===== src/rtl/dtap_pkg.sv =====
// Package for the DS3 transmit alarm and pattern override block.
// Assumes a bit-serial outbound stream tagged with the kind of each bit.
package dtap_pkg;

   // ==========================================================
   // Register map (byte addresses, one 32-bit word each)
   localparam logic [7:0] ADDR_CFG    = 8'h30;
   localparam logic [7:0] ADDR_STATUS = 8'h3C;
   localparam logic [7:0] CFG_RESET   = 8'h2B;
   localparam int         CFG_W       = 8;
   localparam int         STATUS_W    = 7;

   // ==========================================================
   // Configuration field positions
   localparam int BIT_FORCE_YELLOW  = 7;
   localparam int BIT_FORCE_X_ONES  = 6;
   localparam int BIT_IDLE_PATTERN  = 5;
   localparam int BIT_AIS_PATTERN   = 4;
   localparam int BIT_LOS_PATTERN   = 3;
   localparam int BIT_AUTO_ON_LOS   = 2;
   localparam int BIT_AUTO_ON_OOF   = 1;
   localparam int BIT_AUTO_ON_AIS   = 0;

   // ==========================================================
   // Status field positions
   localparam int ST_MODE_LSB   = 0;
   localparam int ST_MODE_MSB   = 2;
   localparam int ST_AUTO_ALARM = 3;
   localparam int ST_RX_LOS     = 4;
   localparam int ST_RX_OOF     = 5;
   localparam int ST_RX_AIS     = 6;

   // ==========================================================
   // Patterns, sent most significant bit first
   localparam logic [3:0] PAT_IDLE    = 4'hC;
   localparam logic [3:0] PAT_AIS     = 4'hA;
   localparam logic [2:0] CP_SUBFRAME = 3'h3;
   localparam logic       X_ALARM     = 1'h0;
   localparam logic       X_ONES      = 1'h1;
   localparam logic       C_CLEAR     = 1'h0;
   localparam logic       LOS_LEVEL   = 1'h0;

   // ==========================================================
   // Types
   typedef enum logic [2:0] {
      KIND_PAYLOAD, KIND_X, KIND_P, KIND_M, KIND_F, KIND_C
   } dtap_kind_t;

   typedef enum logic [2:0] {
      MODE_NORMAL, MODE_X_ONES, MODE_YELLOW, MODE_IDLE, MODE_AIS,
      MODE_LOS
   } dtap_mode_t;

   typedef struct packed {
      logic       sof;       // First bit of a DS3 frame
      logic [2:0] subframe;  // Subframe number 1..7
      dtap_kind_t kind;
      logic       value;
   } dtap_bit_t;

endpackage

===== src/rtl/dtap_gen.sv =====
// DS3 transmit alarm and maintenance pattern override, with APB access.
// Assumes the frame mux upstream tags each bit and the receive section
// reports its loss, out-of-frame and AIS conditions as levels on pclk.
//
// How it works
// - Forced yellow drives X-bits to zero
// - Normal X-bits follow near-end receive conditions
// - Forced yellow ignored under idle, AIS, LOS
// - Force X ones drives X-bits high
// - X ones yields to yellow, AIS, idle, LOS
// - Idle: X ones, CP zero, payload 1100
// - Idle ignored under AIS or LOS
// - AIS: X ones, C zero, payload 1010
// - AIS ignored under LOS
// - LOS pattern sends all zeros everywhere
// - LOS pattern outranks every other setting
// - Otherwise overhead and payload pass through
// - Auto yellow on receive signal loss
// - Auto yellow on receive out-of-frame
// - Auto yellow on receive AIS
//
// Added by the designer: the APB register port.
`timescale 1ns/10ps
module dtap_gen (
   input  wire logic             pclk,
   input  wire logic             presetn,
   input  wire logic             psel,
   input  wire logic             penable,
   input  wire logic             pwrite,
   input  wire logic [7:0]       paddr,
   input  wire logic [31:0]      pwdata,
   input  wire logic [3:0]       pstrb,
   output logic      [31:0]      prdata,
   output logic                  pready,
   output logic                  pslverr,
   input  wire logic             rx_los,
   input  wire logic             rx_oof,
   input  wire logic             rx_ais,
   input  wire logic             in_valid,
   input  wire dtap_pkg::dtap_bit_t in_bit,
   output logic                  out_valid,
   output dtap_pkg::dtap_bit_t   out_bit
);

   // ==========================================================
   // APB slave decode
   logic [dtap_pkg::CFG_W-1:0]    cfg_q;
   logic [dtap_pkg::STATUS_W-1:0] status;
   logic [31:0]                   prdata_q;
   logic                          hit_cfg;
   logic                          hit_status;
   logic                          setup_ph;
   logic                          access_ph;
   logic                          cfg_we;
   logic [31:0]                   rd_mux;

   // Zero wait states; read data is latched in the setup cycle
   assign hit_cfg    = paddr == dtap_pkg::ADDR_CFG;
   assign hit_status = paddr == dtap_pkg::ADDR_STATUS;
   assign setup_ph   = psel & ~penable;
   assign access_ph  = psel & penable;
   assign pready     = 1'h1;
   assign pslverr    = access_ph & ~(hit_cfg | (hit_status & ~pwrite));
   assign cfg_we     = access_ph & pwrite & hit_cfg & pstrb[0];
   assign prdata     = prdata_q;
   assign rd_mux     = hit_cfg    ? {24'h000000, cfg_q} :
                       hit_status ? {25'h0000000, status} : 32'h00000000;

   // Configuration register; status is read-only
   always_ff @(posedge pclk or negedge presetn) begin
      if (!presetn) begin
         cfg_q    <= dtap_pkg::CFG_RESET;
         prdata_q <= 32'h00000000;
      end else begin
         if (cfg_we) begin
            cfg_q <= pwdata[dtap_pkg::CFG_W-1:0];
         end
         if (setup_ph && !pwrite) begin
            prdata_q <= rd_mux;
         end
      end
   end

   // ==========================================================
   // Mode selection
   logic                 auto_los;
   logic                 auto_oof;
   logic                 auto_ais;
   logic                 auto_alarm;
   logic                 yellow_req;
   dtap_pkg::dtap_mode_t mode;

   assign auto_los = cfg_q[dtap_pkg::BIT_AUTO_ON_LOS] & rx_los;
   assign auto_oof = cfg_q[dtap_pkg::BIT_AUTO_ON_OOF] & rx_oof;
   assign auto_ais = cfg_q[dtap_pkg::BIT_AUTO_ON_AIS] & rx_ais;
   assign auto_alarm = auto_los | auto_oof | auto_ais;
   assign yellow_req = cfg_q[dtap_pkg::BIT_FORCE_YELLOW] | auto_alarm;

   // Fixed priority; the tail of the chain is what every pattern beats
   // LOS first
   assign mode =
      cfg_q[dtap_pkg::BIT_LOS_PATTERN]  ? dtap_pkg::MODE_LOS    :
      cfg_q[dtap_pkg::BIT_AIS_PATTERN]  ? dtap_pkg::MODE_AIS    :
      cfg_q[dtap_pkg::BIT_IDLE_PATTERN] ? dtap_pkg::MODE_IDLE   :
      yellow_req                        ? dtap_pkg::MODE_YELLOW :
      cfg_q[dtap_pkg::BIT_FORCE_X_ONES] ? dtap_pkg::MODE_X_ONES :
                                          dtap_pkg::MODE_NORMAL;

   assign status = {rx_ais, rx_oof, rx_los, auto_alarm, mode};

   // ==========================================================
   // Pattern phase and regenerated parity
   logic [1:0] phase_q;
   logic       par_acc_q;
   logic       par_q;
   logic       pattern_on;
   logic       is_payload;
   logic       pat_bit;
   logic       out_value;
   logic       par_next;

   assign pattern_on = (mode == dtap_pkg::MODE_IDLE) ||
                       (mode == dtap_pkg::MODE_AIS);
   assign is_payload = in_bit.kind == dtap_pkg::KIND_PAYLOAD;
   assign pat_bit    = (mode == dtap_pkg::MODE_IDLE) ?
                       dtap_pkg::PAT_IDLE[2'h3 - phase_q] :
                       dtap_pkg::PAT_AIS[2'h3 - phase_q];
   // Parity over payload actually sent, so P stays valid after overwrite
   assign par_next   = (in_bit.sof ? 1'h0 : par_acc_q) ^
                       (is_payload & out_value);

   // Phase steps on each payload bit in idle or AIS mode; parity of a frame is used next frame
   always_ff @(posedge pclk or negedge presetn) begin
      if (!presetn) begin
         phase_q   <= 2'h0;
         par_acc_q <= 1'h0;
         par_q     <= 1'h0;
      end else if (in_valid) begin
         if (is_payload && pattern_on) begin
            phase_q <= phase_q + 2'h1;
         end
         if (in_bit.sof) begin
            par_q <= par_acc_q;
         end
         par_acc_q <= par_next;
      end
   end

   // ==========================================================
   // Bit override
   always_comb begin
      out_value = in_bit.value;
      case (mode)
         dtap_pkg::MODE_LOS: begin
            out_value = dtap_pkg::LOS_LEVEL;
         end
         dtap_pkg::MODE_AIS: begin
            case (in_bit.kind)
               dtap_pkg::KIND_PAYLOAD: out_value = pat_bit;
               dtap_pkg::KIND_X:       out_value = dtap_pkg::X_ONES;
               dtap_pkg::KIND_C:       out_value = dtap_pkg::C_CLEAR;
               dtap_pkg::KIND_P:       out_value = par_q;
               default:                out_value = in_bit.value;
            endcase
         end
         dtap_pkg::MODE_IDLE: begin
            case (in_bit.kind)
               dtap_pkg::KIND_PAYLOAD: out_value = pat_bit;
               dtap_pkg::KIND_X:       out_value = dtap_pkg::X_ONES;
               dtap_pkg::KIND_C: begin
                  if (in_bit.subframe == dtap_pkg::CP_SUBFRAME) begin
                     out_value = dtap_pkg::C_CLEAR;
                  end
               end
               dtap_pkg::KIND_P:       out_value = par_q;
               default:                out_value = in_bit.value;
            endcase
         end
         dtap_pkg::MODE_YELLOW: begin
            if (in_bit.kind == dtap_pkg::KIND_X) begin
               out_value = dtap_pkg::X_ALARM;
            end
         end
         dtap_pkg::MODE_X_ONES: begin
            if (in_bit.kind == dtap_pkg::KIND_X) begin
               out_value = dtap_pkg::X_ONES;
            end
         end
         default: begin
            out_value = in_bit.value;
         end
      endcase
   end

   // ==========================================================
   // Output stage, one cycle after the input bit
   always_ff @(posedge pclk or negedge presetn) begin
      if (!presetn) begin
         out_valid <= 1'h0;
         out_bit   <= '0;
      end else begin
         out_valid <= in_valid;
         if (in_valid) begin
            out_bit <= '{sof: in_bit.sof, subframe: in_bit.subframe,
                         kind: in_bit.kind, value: out_value};
         end
      end
   end
endmodule


===== config.mk =====
export PLATFORM = sky130hd
export DESIGN_NAME = dtap_gen
export DESIGN_NICKNAME = d
export VERILOG_FILES = /design/src/rtl/dtap_pkg.sv /design/src/rtl/dtap_gen.sv
export SDC_FILE = /design/constraint.sdc
export NUM_CORES = 1
export LEC_CHECK = 0
export CORE_ASPECT_RATIO = 0.75
export CORE_UTILIZATION = 35
export DETAILED_ROUTE_END_ITERATION = 12
export DONT_BUFFER_PORTS = 1
export GPL_TIMING_DRIVEN = 0
export PLACE_DENSITY = 0.48
export SLEW_MARGIN = 0
export SYNTH_ARGS = -nofsm -noshare
export SYNTH_HDL_FRONTEND = slang
export SYNTH_SLANG_ARGS = --single-unit

===== constraint.sdc =====
create_clock -name pclk -period 3 [get_ports pclk]
set_clock_uncertainty 0.05 [all_clocks]
set_input_delay 0.45 -clock pclk [delete_from_list [all_inputs] [get_ports pclk]]
set_output_delay 0.45 -clock pclk [all_outputs]
set_load 0.02 [all_outputs]

==> flow_metrics.env, run 1 <==
export IMPL_max_slew_margin_pct=48.3
export IMPL_drtPass1Iterations=4
export IMPL_die_width_um=82.1
export IMPL_hold_buffers=2
export IMPL_fill_cells=444
export IMPL_start_kind="register"
export IMPL_seqCellArea_um2=731
export IMPL_finalSetupViolations=0
export IMPL_synth_edf_count=0
export IMPL_syn_inst=161
export IMPL_cp_arrival_ns=2.50
export IMPL_min_path_type="in2reg"
export IMPL_finalInstanceArea_mm2=0.00196
export IMPL_die_h_um=62.1
export IMPL_ys_ff_latch=29
export IMPL_ioPinCount=104
export IMPL_worst_pin_slew_ns=0.774
export IMPL_period_needed_ns=2.39
export IMPL_grt_pass1_wl_um=5020
export IMPL_worstSetupPathType="reg2reg"
export IMPL_via_per_inst=4.86
export IMPL_clock_sinks=29
export IMPL_drive_gt1_share_pct=31.4
export IMPL_detail_route_antenna_nets=0
export IMPL_p_leak_nw=0.936
export IMPL_powerDensity_mw_per_mm2=461
export IMPL_postCtsSetupRepairBufs=0
export IMPL_vias=1220
export IMPL_critPathCaptureType="register"
export IMPL_fin_tns_setup_ns=0
export IMPL_core_mm2=0.00455
export IMPL_crit_fanout=4
export IMPL_multi_input_area_um2=792
export IMPL_clockRootBuffer="clkbuf_8"
export IMPL_placed_area_mm2=0.00184
export IMPL_outcome="finished, final reports clean"
export IMPL_mostFrequentLayoutCells="buf_4 (25), conb_1 (25), dfrtp_1 (25)"
export IMPL_final_cells=251
export IMPL_ys_types=51
export IMPL_place_congestion=0.809
export IMPL_rsz0062_at_grt="false"
export IMPL_routed_wl_um=3330
export IMPL_numCtsBuffers=5
export IMPL_grt_usage_pct=13.8
export IMPL_grt_overflow_total=0
export IMPL_tritoncts="done"
export IMPL_yosys_warnings=0
export IMPL_ys_flop_type="dfrtp_1"
export IMPL_clockBufferDepth=2
export IMPL_synth_avg_cell_area_um2=10.5
export IMPL_report_final_hold_viol_count=0
export IMPL_drc_errors=0
export IMPL_max_freq_ghz=0.419
export IMPL_wl_per_cell_um=13.3
export IMPL_cap_violations=0
export IMPL_dp_hpwl_um=2600
export IMPL_grt_max_degree=30
export IMPL_antenna_found_initial=0
export IMPL_n_antenna_cell=0
export IMPL_initial_core_util_pct=37.1
export IMPL_async_flop_share_pct=100
export IMPL_netlist_area_mm2=0.00169
export IMPL_finalMaxSlewViolations=0
export IMPL_crit_required_ns=3.11
export IMPL_grt_pass1_vias=1076
export IMPL_ys_seq_area_share_pct=43.4
export IMPL_min_period_over_period_pct=79.6
export IMPL_nNetsFinal=254
export IMPL_dieArea_mm2=0.00510
export IMPL_clk_pin_slew_worst_paths_ns=0.06
export IMPL_rows=21
export IMPL_ctsHtreeMaxLevel=2
export IMPL_numPortBuffers=0
export IMPL_syn_to_final_growth_pct=16.0
export IMPL_dpl_cell_count=241
export IMPL_worstSkewPairLatency_ns=0.28
export IMPL_cts_resized=0
export IMPL_first_iter_violations=36
export IMPL_peakVddDrop_mv=0.222
kinds of logic (layout without fill, tap and decap cells):
family          after synthesis  count (layout)  synth area share (%)
simple gates                 43              43                  15.6
buf+inv                      38              48                  14.8
compound gates               31              31                  14.2
flops                        29              29                  43.4
mux                          16              16                  10.6
other cells                   2              25                 0.446
xor+xnor                      2               2                  1.04
registers in the layout (all words and copies together) (netlist names):
| name | flops |
|---|---|
| cfg_q | 8 |
| out_bit | 8 |
| out_valid | 1 |
| par_acc_q | 1 |
| par_q | 1 |
| phase_q | 2 |
| prdata | 8 |
synth_stat cells, types with 2 or more instances:
cell / count / share of area [%]
buf_4: 25 / 11
dfrtp_1: 25 / 37
mux2_2: 15 / 10
nor2_1: 12 / 2.7
a21oi_1: 7 / 2.1
inv_1: 7 / 1.6
nand2_1: 6 / 1.3
o21ai_0: 5 / 1.5
clkbuf_1: 4 / 0.89
dfstp_2: 4 / 6.2
a22oi_1: 3 / 1.3
a31oi_1: 2 / 0.74
and3_1: 2 / 0.74
conb_1: 2 / 0.45
nand3_1: 2 / 0.59
nor2b_1: 2 / 0.74
nor3_1: 2 / 0.59
nor3b_1: 2 / 0.89
nor4_1: 2 / 0.74
area by class of cell:
type,count,area share (%)
flip-flops and latches,29,37.4
inverters,7,1.34
repair buffers,2,1.54
multi-input cells,117,40.5
clock buffers,6,3.71
plain buffers,31,11.4
clock inverters,2,0.512
well taps,57,3.65
where the power goes:
group	switching, W	internal (W)	total, W
sequential	0.0000547	0.000421	0.000476
combinational	0.0000679	0.0000551	0.000123
clock	0.000142	0.000160	0.000302
total	0.000264	0.000636	0.000901
worst max-delay path, cell delays in order, from the launching register on:
cell and delay, ns:
dfstp_2 0.38, a222oi_1 0.48, o211ai_1 0.24, a2111oi_4 0.38
o31ai_2 0.12, or4b_1 0.48, o211a_1 0.15
through the flow:
| step | hold WS [ns] | setup slack (ns) | util, % | power (W) |
|---|---|---|---|---|
| 2_1_floorplan | 0.104 | 0.766 | - | 0.000578 |
| 3_5_place_dp | 0.105 | 0.563 | 40.5 | 0.000594 |
| 3_3_place_gp | 0.105 | 0.631 | 40.5 | 0.000590 |
| 5_1_grt | 0.136 | 0.522 | 43.0 | 0.000948 |
| 6_report | 0.148 | 0.613 | 43.0 | 0.000901 |
| 4_1_cts | 0.138 | 0.611 | 43.0 | 0.000912 |
routing by layer:
metal	GRT usage [%]	share of wire [%]	vias up
met5	0	0	-
met4	6.27	1.8	0
met3	5.40	10	11
met2	20.9	45	64
met1	17.5	43	560
li1	-	-	585
path summary, 6_finish.rpt:
path,from,to,slack (ns),cells after the start
max in group asynchronous,presetn,cfg_q[3],2.10,2
worst max-delay path,cfg_q[1],par_acc_q,0.61,6
min in group asynchronous,presetn,prdata[1],0.56,2
worst min-delay path,in_valid,out_valid,0.15,0
worst min register to register,phase_q[1],phase_q[1],0.43,1
worst max register to register,cfg_q[1],par_acc_q,0.61,6
No activity file was read; power rests on OpenSTA's default activity.
==> run 2: changes to the inputs <==
- ABC_AREA: not set -> 1
- clock period: 3 -> 2.45 ns (I/O delays scaled with it)
==> run 2 against run 1 <==
  * Total power up 20%
  * Utilization shrank 0.33 points
  * Via count increased by 6.7%
  * Clock-buffer cell count is 2 higher
  * Critical path depth down 1
  * Final cell count grew 14%
  * Routed wire length increased by 6.0%
  * Area after synthesis down 2.1%
  * First-iteration DRC count increased by 110%
  * Hold slack lost 0.073 ns
  * Register-to-register slack worse by 0.09 ns
  * Global-route usage up 1.4 points
  * Critical path type is now in2out
  * Critical endpoint is now pslverr
  * Largest power group unchanged
==> flow_metrics.env, run 2 <==
export IMPL_antenna_found_initial=0
export IMPL_critPathCaptureType="output pin"
export IMPL_fill_cells=471
export IMPL_max_slew_margin_pct=54.8
export IMPL_reg2reg_from="cfg_q[4]"
export IMPL_drive_gt1_share_pct=19.2
export IMPL_whs_path_depth=0
export IMPL_synth_edf_count=0
export IMPL_yosys_area_share_adder_pct=0
export IMPL_regToRegSetupSlack_ns=0.52
export IMPL_wl_per_cell_um=12.3
export IMPL_yosysMostFrequentCell="nand2_1"
export IMPL_cap_violations=0
export IMPL_nNetsFinal=289
export IMPL_mostFrequentLayoutCells="nand2_1 (40), inv_1 (26), buf_4 (25), conb_1 (25), dfrtp_1 (25)"
export IMPL_hp_start="in_valid"
export IMPL_worstSetupPathType="in2out"
export IMPL_ys_flop_type="dfrtp_1"
export IMPL_grt_pass1_vias=1152
export IMPL_syn_to_final_growth_pct=16.2
export IMPL_finalMaxSlewViolations=0
export IMPL_n_antenna_cell=0
export IMPL_dp_hpwl_um=2740
export IMPL_ff2ff_path_depth=12
export IMPL_clock_sinks=29
export IMPL_syn_inst=196
export IMPL_start_kind="primary input"
export IMPL_power_share_sequential_pct=52.9
export IMPL_cp_arrival_ns=1.61
export IMPL_drc_errors=0
export IMPL_place_congestion=0.799
export IMPL_grt_max_degree=30
export IMPL_initial_core_util_pct=36.7
export IMPL_detail_route_antenna_nets=0
export IMPL_min_period_over_period_pct=82.9
export IMPL_clk_pin_slew_worst_paths_ns=0.06
export IMPL_netlist_area_mm2=0.00165
export IMPL_synth_top_family_by_area="simple AND/OR/NAND/NOR gates"
export IMPL_netlist_top_cells_count="nand2_1 (40), inv_1 (26), buf_4 (25), dfrtp_1 (25)"
export IMPL_core_mm2=0.00449
export IMPL_p_comb_share_pct=13.1
export IMPL_worst_pin_slew_ns=0.673
export IMPL_clockBufferDepth=2
export IMPL_yosys_area_share_simple_pct=20.8
export IMPL_hold_end="out_valid"
export IMPL_outcome="finished, final reports clean"
export IMPL_fin_tns_setup_ns=0
export IMPL_via_per_inst=4.55
export IMPL_ioPinCount=104
export IMPL_final_common_cell="nand2_1"
export IMPL_rows=21
export IMPL_routed_wl_um=3530
export IMPL_drtPass1Iterations=4
export IMPL_ys_top_cells_by_area="dfrtp_1 (38%), buf_4 (11%), nand2_1 (9.1%), dfstp_2 (6.4%), inv_1 (5.9%)"
export IMPL_p_leak_nw=1.02
export IMPL_finalSetupViolations=0
export IMPL_clockRootBuffer="clkbuf_8"
export IMPL_die_h_um=61.5
export IMPL_grt_pass1_wl_um=5490
export IMPL_switchingPower_w=0.000311
export IMPL_synth_top_area_share_pct=37.9
export IMPL_synth_area_mux_share_pct=2.05
export IMPL_dieArea_mm2=0.00500
export IMPL_synth_compound_area_share_pct=13.2
export IMPL_postCtsSetupRepairBufs=0
export IMPL_synthXorXnorAreaFrac_pct=1.06
export IMPL_hold_ws_ns=0.0750
export IMPL_synth_avg_cell_area_um2=8.42
export IMPL_worstSkewPairLatency_ns=0.27
export IMPL_async_flop_share_pct=100
export IMPL_max_freq_ghz=0.493
export IMPL_tritoncts="done"
export IMPL_ys_ff_latch=29
export IMPL_first_iter_violations=77
export IMPL_ctsHtreeMaxLevel=2
export IMPL_vias=1302
export IMPL_report_final_hold_viol_count=0
export IMPL_cts_resized=0
export IMPL_intPower_w=0.000773
export IMPL_ys_types=30
export IMPL_switching_share_pct=28.7
export IMPL_numCtsBuffers=5
export IMPL_rsz0062_at_grt="false"
export IMPL_grt_overflow_total=0
export IMPL_min_path_type="in2reg"
export IMPL_peakVddDrop_mv=0.203
export IMPL_ys_seq_area_share_pct=44.3
export IMPL_yosysTopAreaCell="dfrtp_1"
export IMPL_period_needed_ns=2.03
export IMPL_powerDensity_mw_per_mm2=565
export IMPL_r2r_end="par_acc_q"
export IMPL_crit_fanout=7
export IMPL_yosys_warnings=0
export IMPL_crit_required_ns=2.03
export IMPL_numPortBuffers=0
export IMPL_die_width_um=81.3
export IMPL_grt_usage_pct=15.2
export IMPL_p_clk_share_pct=33.9
==> run 2: cell count changes after synthesis, moves of 3 or more <==
cell | before | now
a21oi_1 | 7 | 15
a2bb2oi_1 | 1 | 6
clkbuf_1 | 4 | 1
inv_1 | 7 | 26
mux2_2 | 15 | 3
nand2_1 | 6 | 40
nand3_1 | 2 | 7
nor2_1 | 12 | 15
==> run 2: cells by family (layout without fill, tap and decap cells) <==
logic type                count (synthesis)  in the layout
buffers and inverters                    53             63
and+or+nand+nor                          72             72
muxes                                     3              3
AOI/OAI and AO/OA                        35             35
other                                     2             25
xor gates and xnor gates                  2              2
DFF                                      29             29
==> run 2: power groups by stage <==
stage | clock (W) | combinational (W) | sequential (W)
2_1_floorplan | 0 | 0.000118 | 0.000573
5_1_grt | 0.000410 | 0.000161 | 0.000579
6_report | 0.000368 | 0.000142 | 0.000574
3_3_place_gp | 0 | 0.000125 | 0.000581
4_1_cts | 0.000385 | 0.000142 | 0.000575
3_5_place_dp | 0 | 0.000127 | 0.000583
==> run 2: what timing repair did <==
item / 4_1_cts / 5_1_grt
hold endpoints to repair: 29 / 0
hold buffers: 2 / 0
setup endpoints to repair: 0 / 0
==> run 2: through the flow <==
step | instance area [µm²] | total power, W | worst slack [ns] | instances | util, %
2_1_floorplan | 1740 | 0.000690 | 0.648 | 219 | -
3_3_place_gp | 1810 | 0.000706 | 0.431 | 276 | 40.2
3_5_place_dp | 1810 | 0.000710 | 0.417 | 276 | 40.2
4_1_cts | 1920 | 0.00110 | 0.417 | 286 | 42.7
5_1_grt | 1920 | 0.00115 | 0.273 | 286 | 42.7
6_report | 1920 | 0.00108 | 0.420 | 286 | 42.7
==> run 2: final cells by class <==
cell class / instances / area [µm²] / share of cell area [%]
multi-input cells: 137 / 706 / 36.8
plain buffers: 27 / 203 / 10.6
flip-flops and latches: 29 / 731 / 38.1
inverters: 26 / 97.6 / 5.09
well taps: 57 / 71.3 / 3.72
repair buffers: 2 / 30.0 / 1.57
clock buffers: 8 / 80.1 / 4.17
==> run 2: worst max path at each step <==
stage / from / endpoint / slack (ns) / cells past startpoint
floorplan: paddr[1] / pslverr / 0.65 / 5
detailed placement: paddr[1] / pslverr / 0.42 / 5
finish: paddr[1] / pslverr / 0.42 / 5
global placement: paddr[1] / pslverr / 0.43 / 5
CTS: paddr[1] / pslverr / 0.42 / 5
global route: cfg_q[4] / par_acc_q / 0.27 / 12
==> run 2: layer usage <==
layer / GRT usage, % / wire [µm]
met1: 19.6 / 1540
met3: 5.04 / 299
met5: 0 / 0
met2: 23.8 / 1670
met4: 5.87 / 19
==> run 2: critical path, stage by stage <==
cell and delay, ns:
or2_4 0.25, nor4_2 0.58, inv_1 0.13, o21ai_0 0.17, nor2_1 0.13
==> run 3: changes to the inputs <==
- clock period: 2.45 -> 2 ns (I/O delays scaled with it)
==> run 3 against run 2 <==
  * Die area unchanged
  * Clock power is 23% higher
  * Combinational power grew 25%
  * Sequential cell count unchanged
  * Utilization is 0.81 points higher
  * Hold slack better by 0.024 ns
  * First-iteration DRC count is 9.1% lower
  * Global-route usage about the same
  * Critical path depth is 8 higher
  * Clock-buffer cell count is the same
  * Final cell count up 0.70%
  * Register-to-register slack worse by 0.30 ns
  * Critical endpoint is now par_acc_q
  * Largest power group unchanged
==> flow_metrics.env, run 3 (same netlist as run 2, synthesis figures left out) <==
export IMPL_cap_violations=0
export IMPL_grt_pass1_vias=1155
export IMPL_worstSkewPairLatency_ns=0.27
export IMPL_dp_hpwl_um=2740
export IMPL_mostFrequentLayoutCells="nand2_1 (38), inv_1 (26), buf_4 (26)"
export IMPL_critPathCaptureType="register"
export IMPL_n_antenna_cell=0
export IMPL_antenna_found_initial=0
export IMPL_crit_required_ns=2.12
export IMPL_routed_wl_um=3560
export IMPL_p_leak_nw=1.03
export IMPL_clockRootBuffer="clkbuf_8"
export IMPL_drtPass1Iterations=6
export IMPL_clock_sinks=29
export IMPL_tritoncts="done"
export IMPL_place_congestion=0.799
export IMPL_max_slew_margin_pct=60.6
export IMPL_wl_met2_um=1640
export IMPL_grt_max_degree=30
export IMPL_drive_gt1_share_pct=21.2
export IMPL_min_path_type="in2reg"
export IMPL_die_width_um=81.3
export IMPL_outcome="finished, final reports clean"
export IMPL_max_freq_ghz=0.562
export IMPL_detail_route_antenna_nets=0
export IMPL_wl_per_cell_um=12.4
export IMPL_wl_met1_um=1580
export IMPL_start_kind="register"
export IMPL_worstSetupPathType="reg2reg"
export IMPL_final_cells=288
export IMPL_via_per_inst=4.59
export IMPL_finalSetupViolations=0
export IMPL_fin_tns_setup_ns=0
export IMPL_ctsHtreeMaxLevel=2
export IMPL_grt_overflow_total=0
export IMPL_clk_pin_slew_worst_paths_ns=0.06
export IMPL_numCtsBuffers=5
export IMPL_finalMaxSlewViolations=0
export IMPL_worst_pin_slew_ns=0.588
export IMPL_die_h_um=61.5
export IMPL_syn_to_final_growth_pct=18.4
export IMPL_period_needed_ns=1.78
export IMPL_dieArea_mm2=0.00500
export IMPL_rsz0062_at_grt="false"
export IMPL_peakVddDrop_mv=0.248
export IMPL_report_final_hold_viol_count=0
export IMPL_powerDensity_mw_per_mm2=682
export IMPL_cp_arrival_ns=1.90
export IMPL_first_iter_violations=70
export IMPL_min_period_over_period_pct=89.0
export IMPL_final_common_cell="nand2_1"
export IMPL_vias=1321
export IMPL_wl_met3_um=311
export IMPL_initial_core_util_pct=36.7
export IMPL_clockBufferDepth=2
export IMPL_core_mm2=0.00449
export IMPL_drc_errors=0
export IMPL_numPortBuffers=0
export IMPL_highest_layer="met4"
export IMPL_nNetsFinal=291
export IMPL_grt_pass1_wl_um=5510
export IMPL_rows=21
export IMPL_crit_fanout=4
export IMPL_dpl_cell_count=276
export IMPL_ioPinCount=104
export IMPL_grt_usage_pct=15.2
run 3: cell count changes in the layout (fill, tap and decap cells not counted), sizes merged:
cell and delta:
buf +1, dlygate4sd3 +1
run 3: worst max-delay path: stages, from the launching register on:
cell,delay (ns)
dfstp_2,0.56
nand2_1,0.07
nand4_1,0.09
nor2_1,0.07
nor2_2,0.19
nand2_2,0.09
nand2_1,0.07
nand3_1,0.06
nand2_1,0.08
nand2_1,0.06
nand2_2,0.08
nand4_1,0.08
nand2_1,0.10
inv_1,0.04
run 3: what timing repair did:
item	CTS	global route
endpoints found under the hold margin	30	0
setup endpoints to repair	0	2
gates resized for setup	0	5
buffers inserted	0	1
hold buffers	3	0
run 3: final timing paths:
check | slack, ns | depth (start not counted) | from | to
min in group asynchronous | 0.42 | 2 | presetn | out_bit[4]
worst max-delay path | 0.22 | 13 | cfg_q[1] | par_acc_q
worst min register to register | 0.42 | 1 | phase_q[1] | phase_q[1]
worst min-delay path | 0.1 | 2 | in_bit[5] | out_bit[5]
worst max register to register | 0.22 | 13 | cfg_q[1] | par_acc_q
max in group asynchronous | 1.24 | 2 | presetn | cfg_q[5]
run 3: layout make-up:
cell class / instances / area, µm²
timing repair buffer: 4 / 47.5
tap: 57 / 71.3
clock buffer: 8 / 80.1
inverter: 26 / 97.6
sequential: 29 / 731
buffer: 27 / 203
fill: 468 / 2540
multi-input combinational: 137 / 724
run 3: layer usage:
layer | global-route usage (%) | vias up
li1 | - | 651
met1 | 19.7 | 610
met2 | 23.8 | 56
met3 | 5.04 | 4
met4 | 5.87 | 0
met5 | 0 | -
run 3: where the power goes:
| part | switching, W | total [W] | internal (W) |
|---|---|---|---|
| sequential | 0.0000768 | 0.000703 | 0.000626 |
| clock | 0.000206 | 0.000453 | 0.000247 |
| combinational | 0.000102 | 0.000178 | 0.0000759 |
| total | 0.000385 | 0.00133 | 0.000949 |
run 3: stage by stage:
stage	power, W	utilization (%)	cell area, µm²	hold slack (ns)	worst slack (ns)
global placement	0.000865	40.2	1810	-0.0451	0.116
global route	0.00141	43.5	1950	0.0901	0.00914
CTS	0.00135	42.9	1930	0.0889	0.0852
finish	0.00133	43.5	1950	0.0990	0.221
detailed placement	0.000870	40.2	1810	-0.0452	0.102
floorplan	0.000846	-	1740	-0.0456	0.333
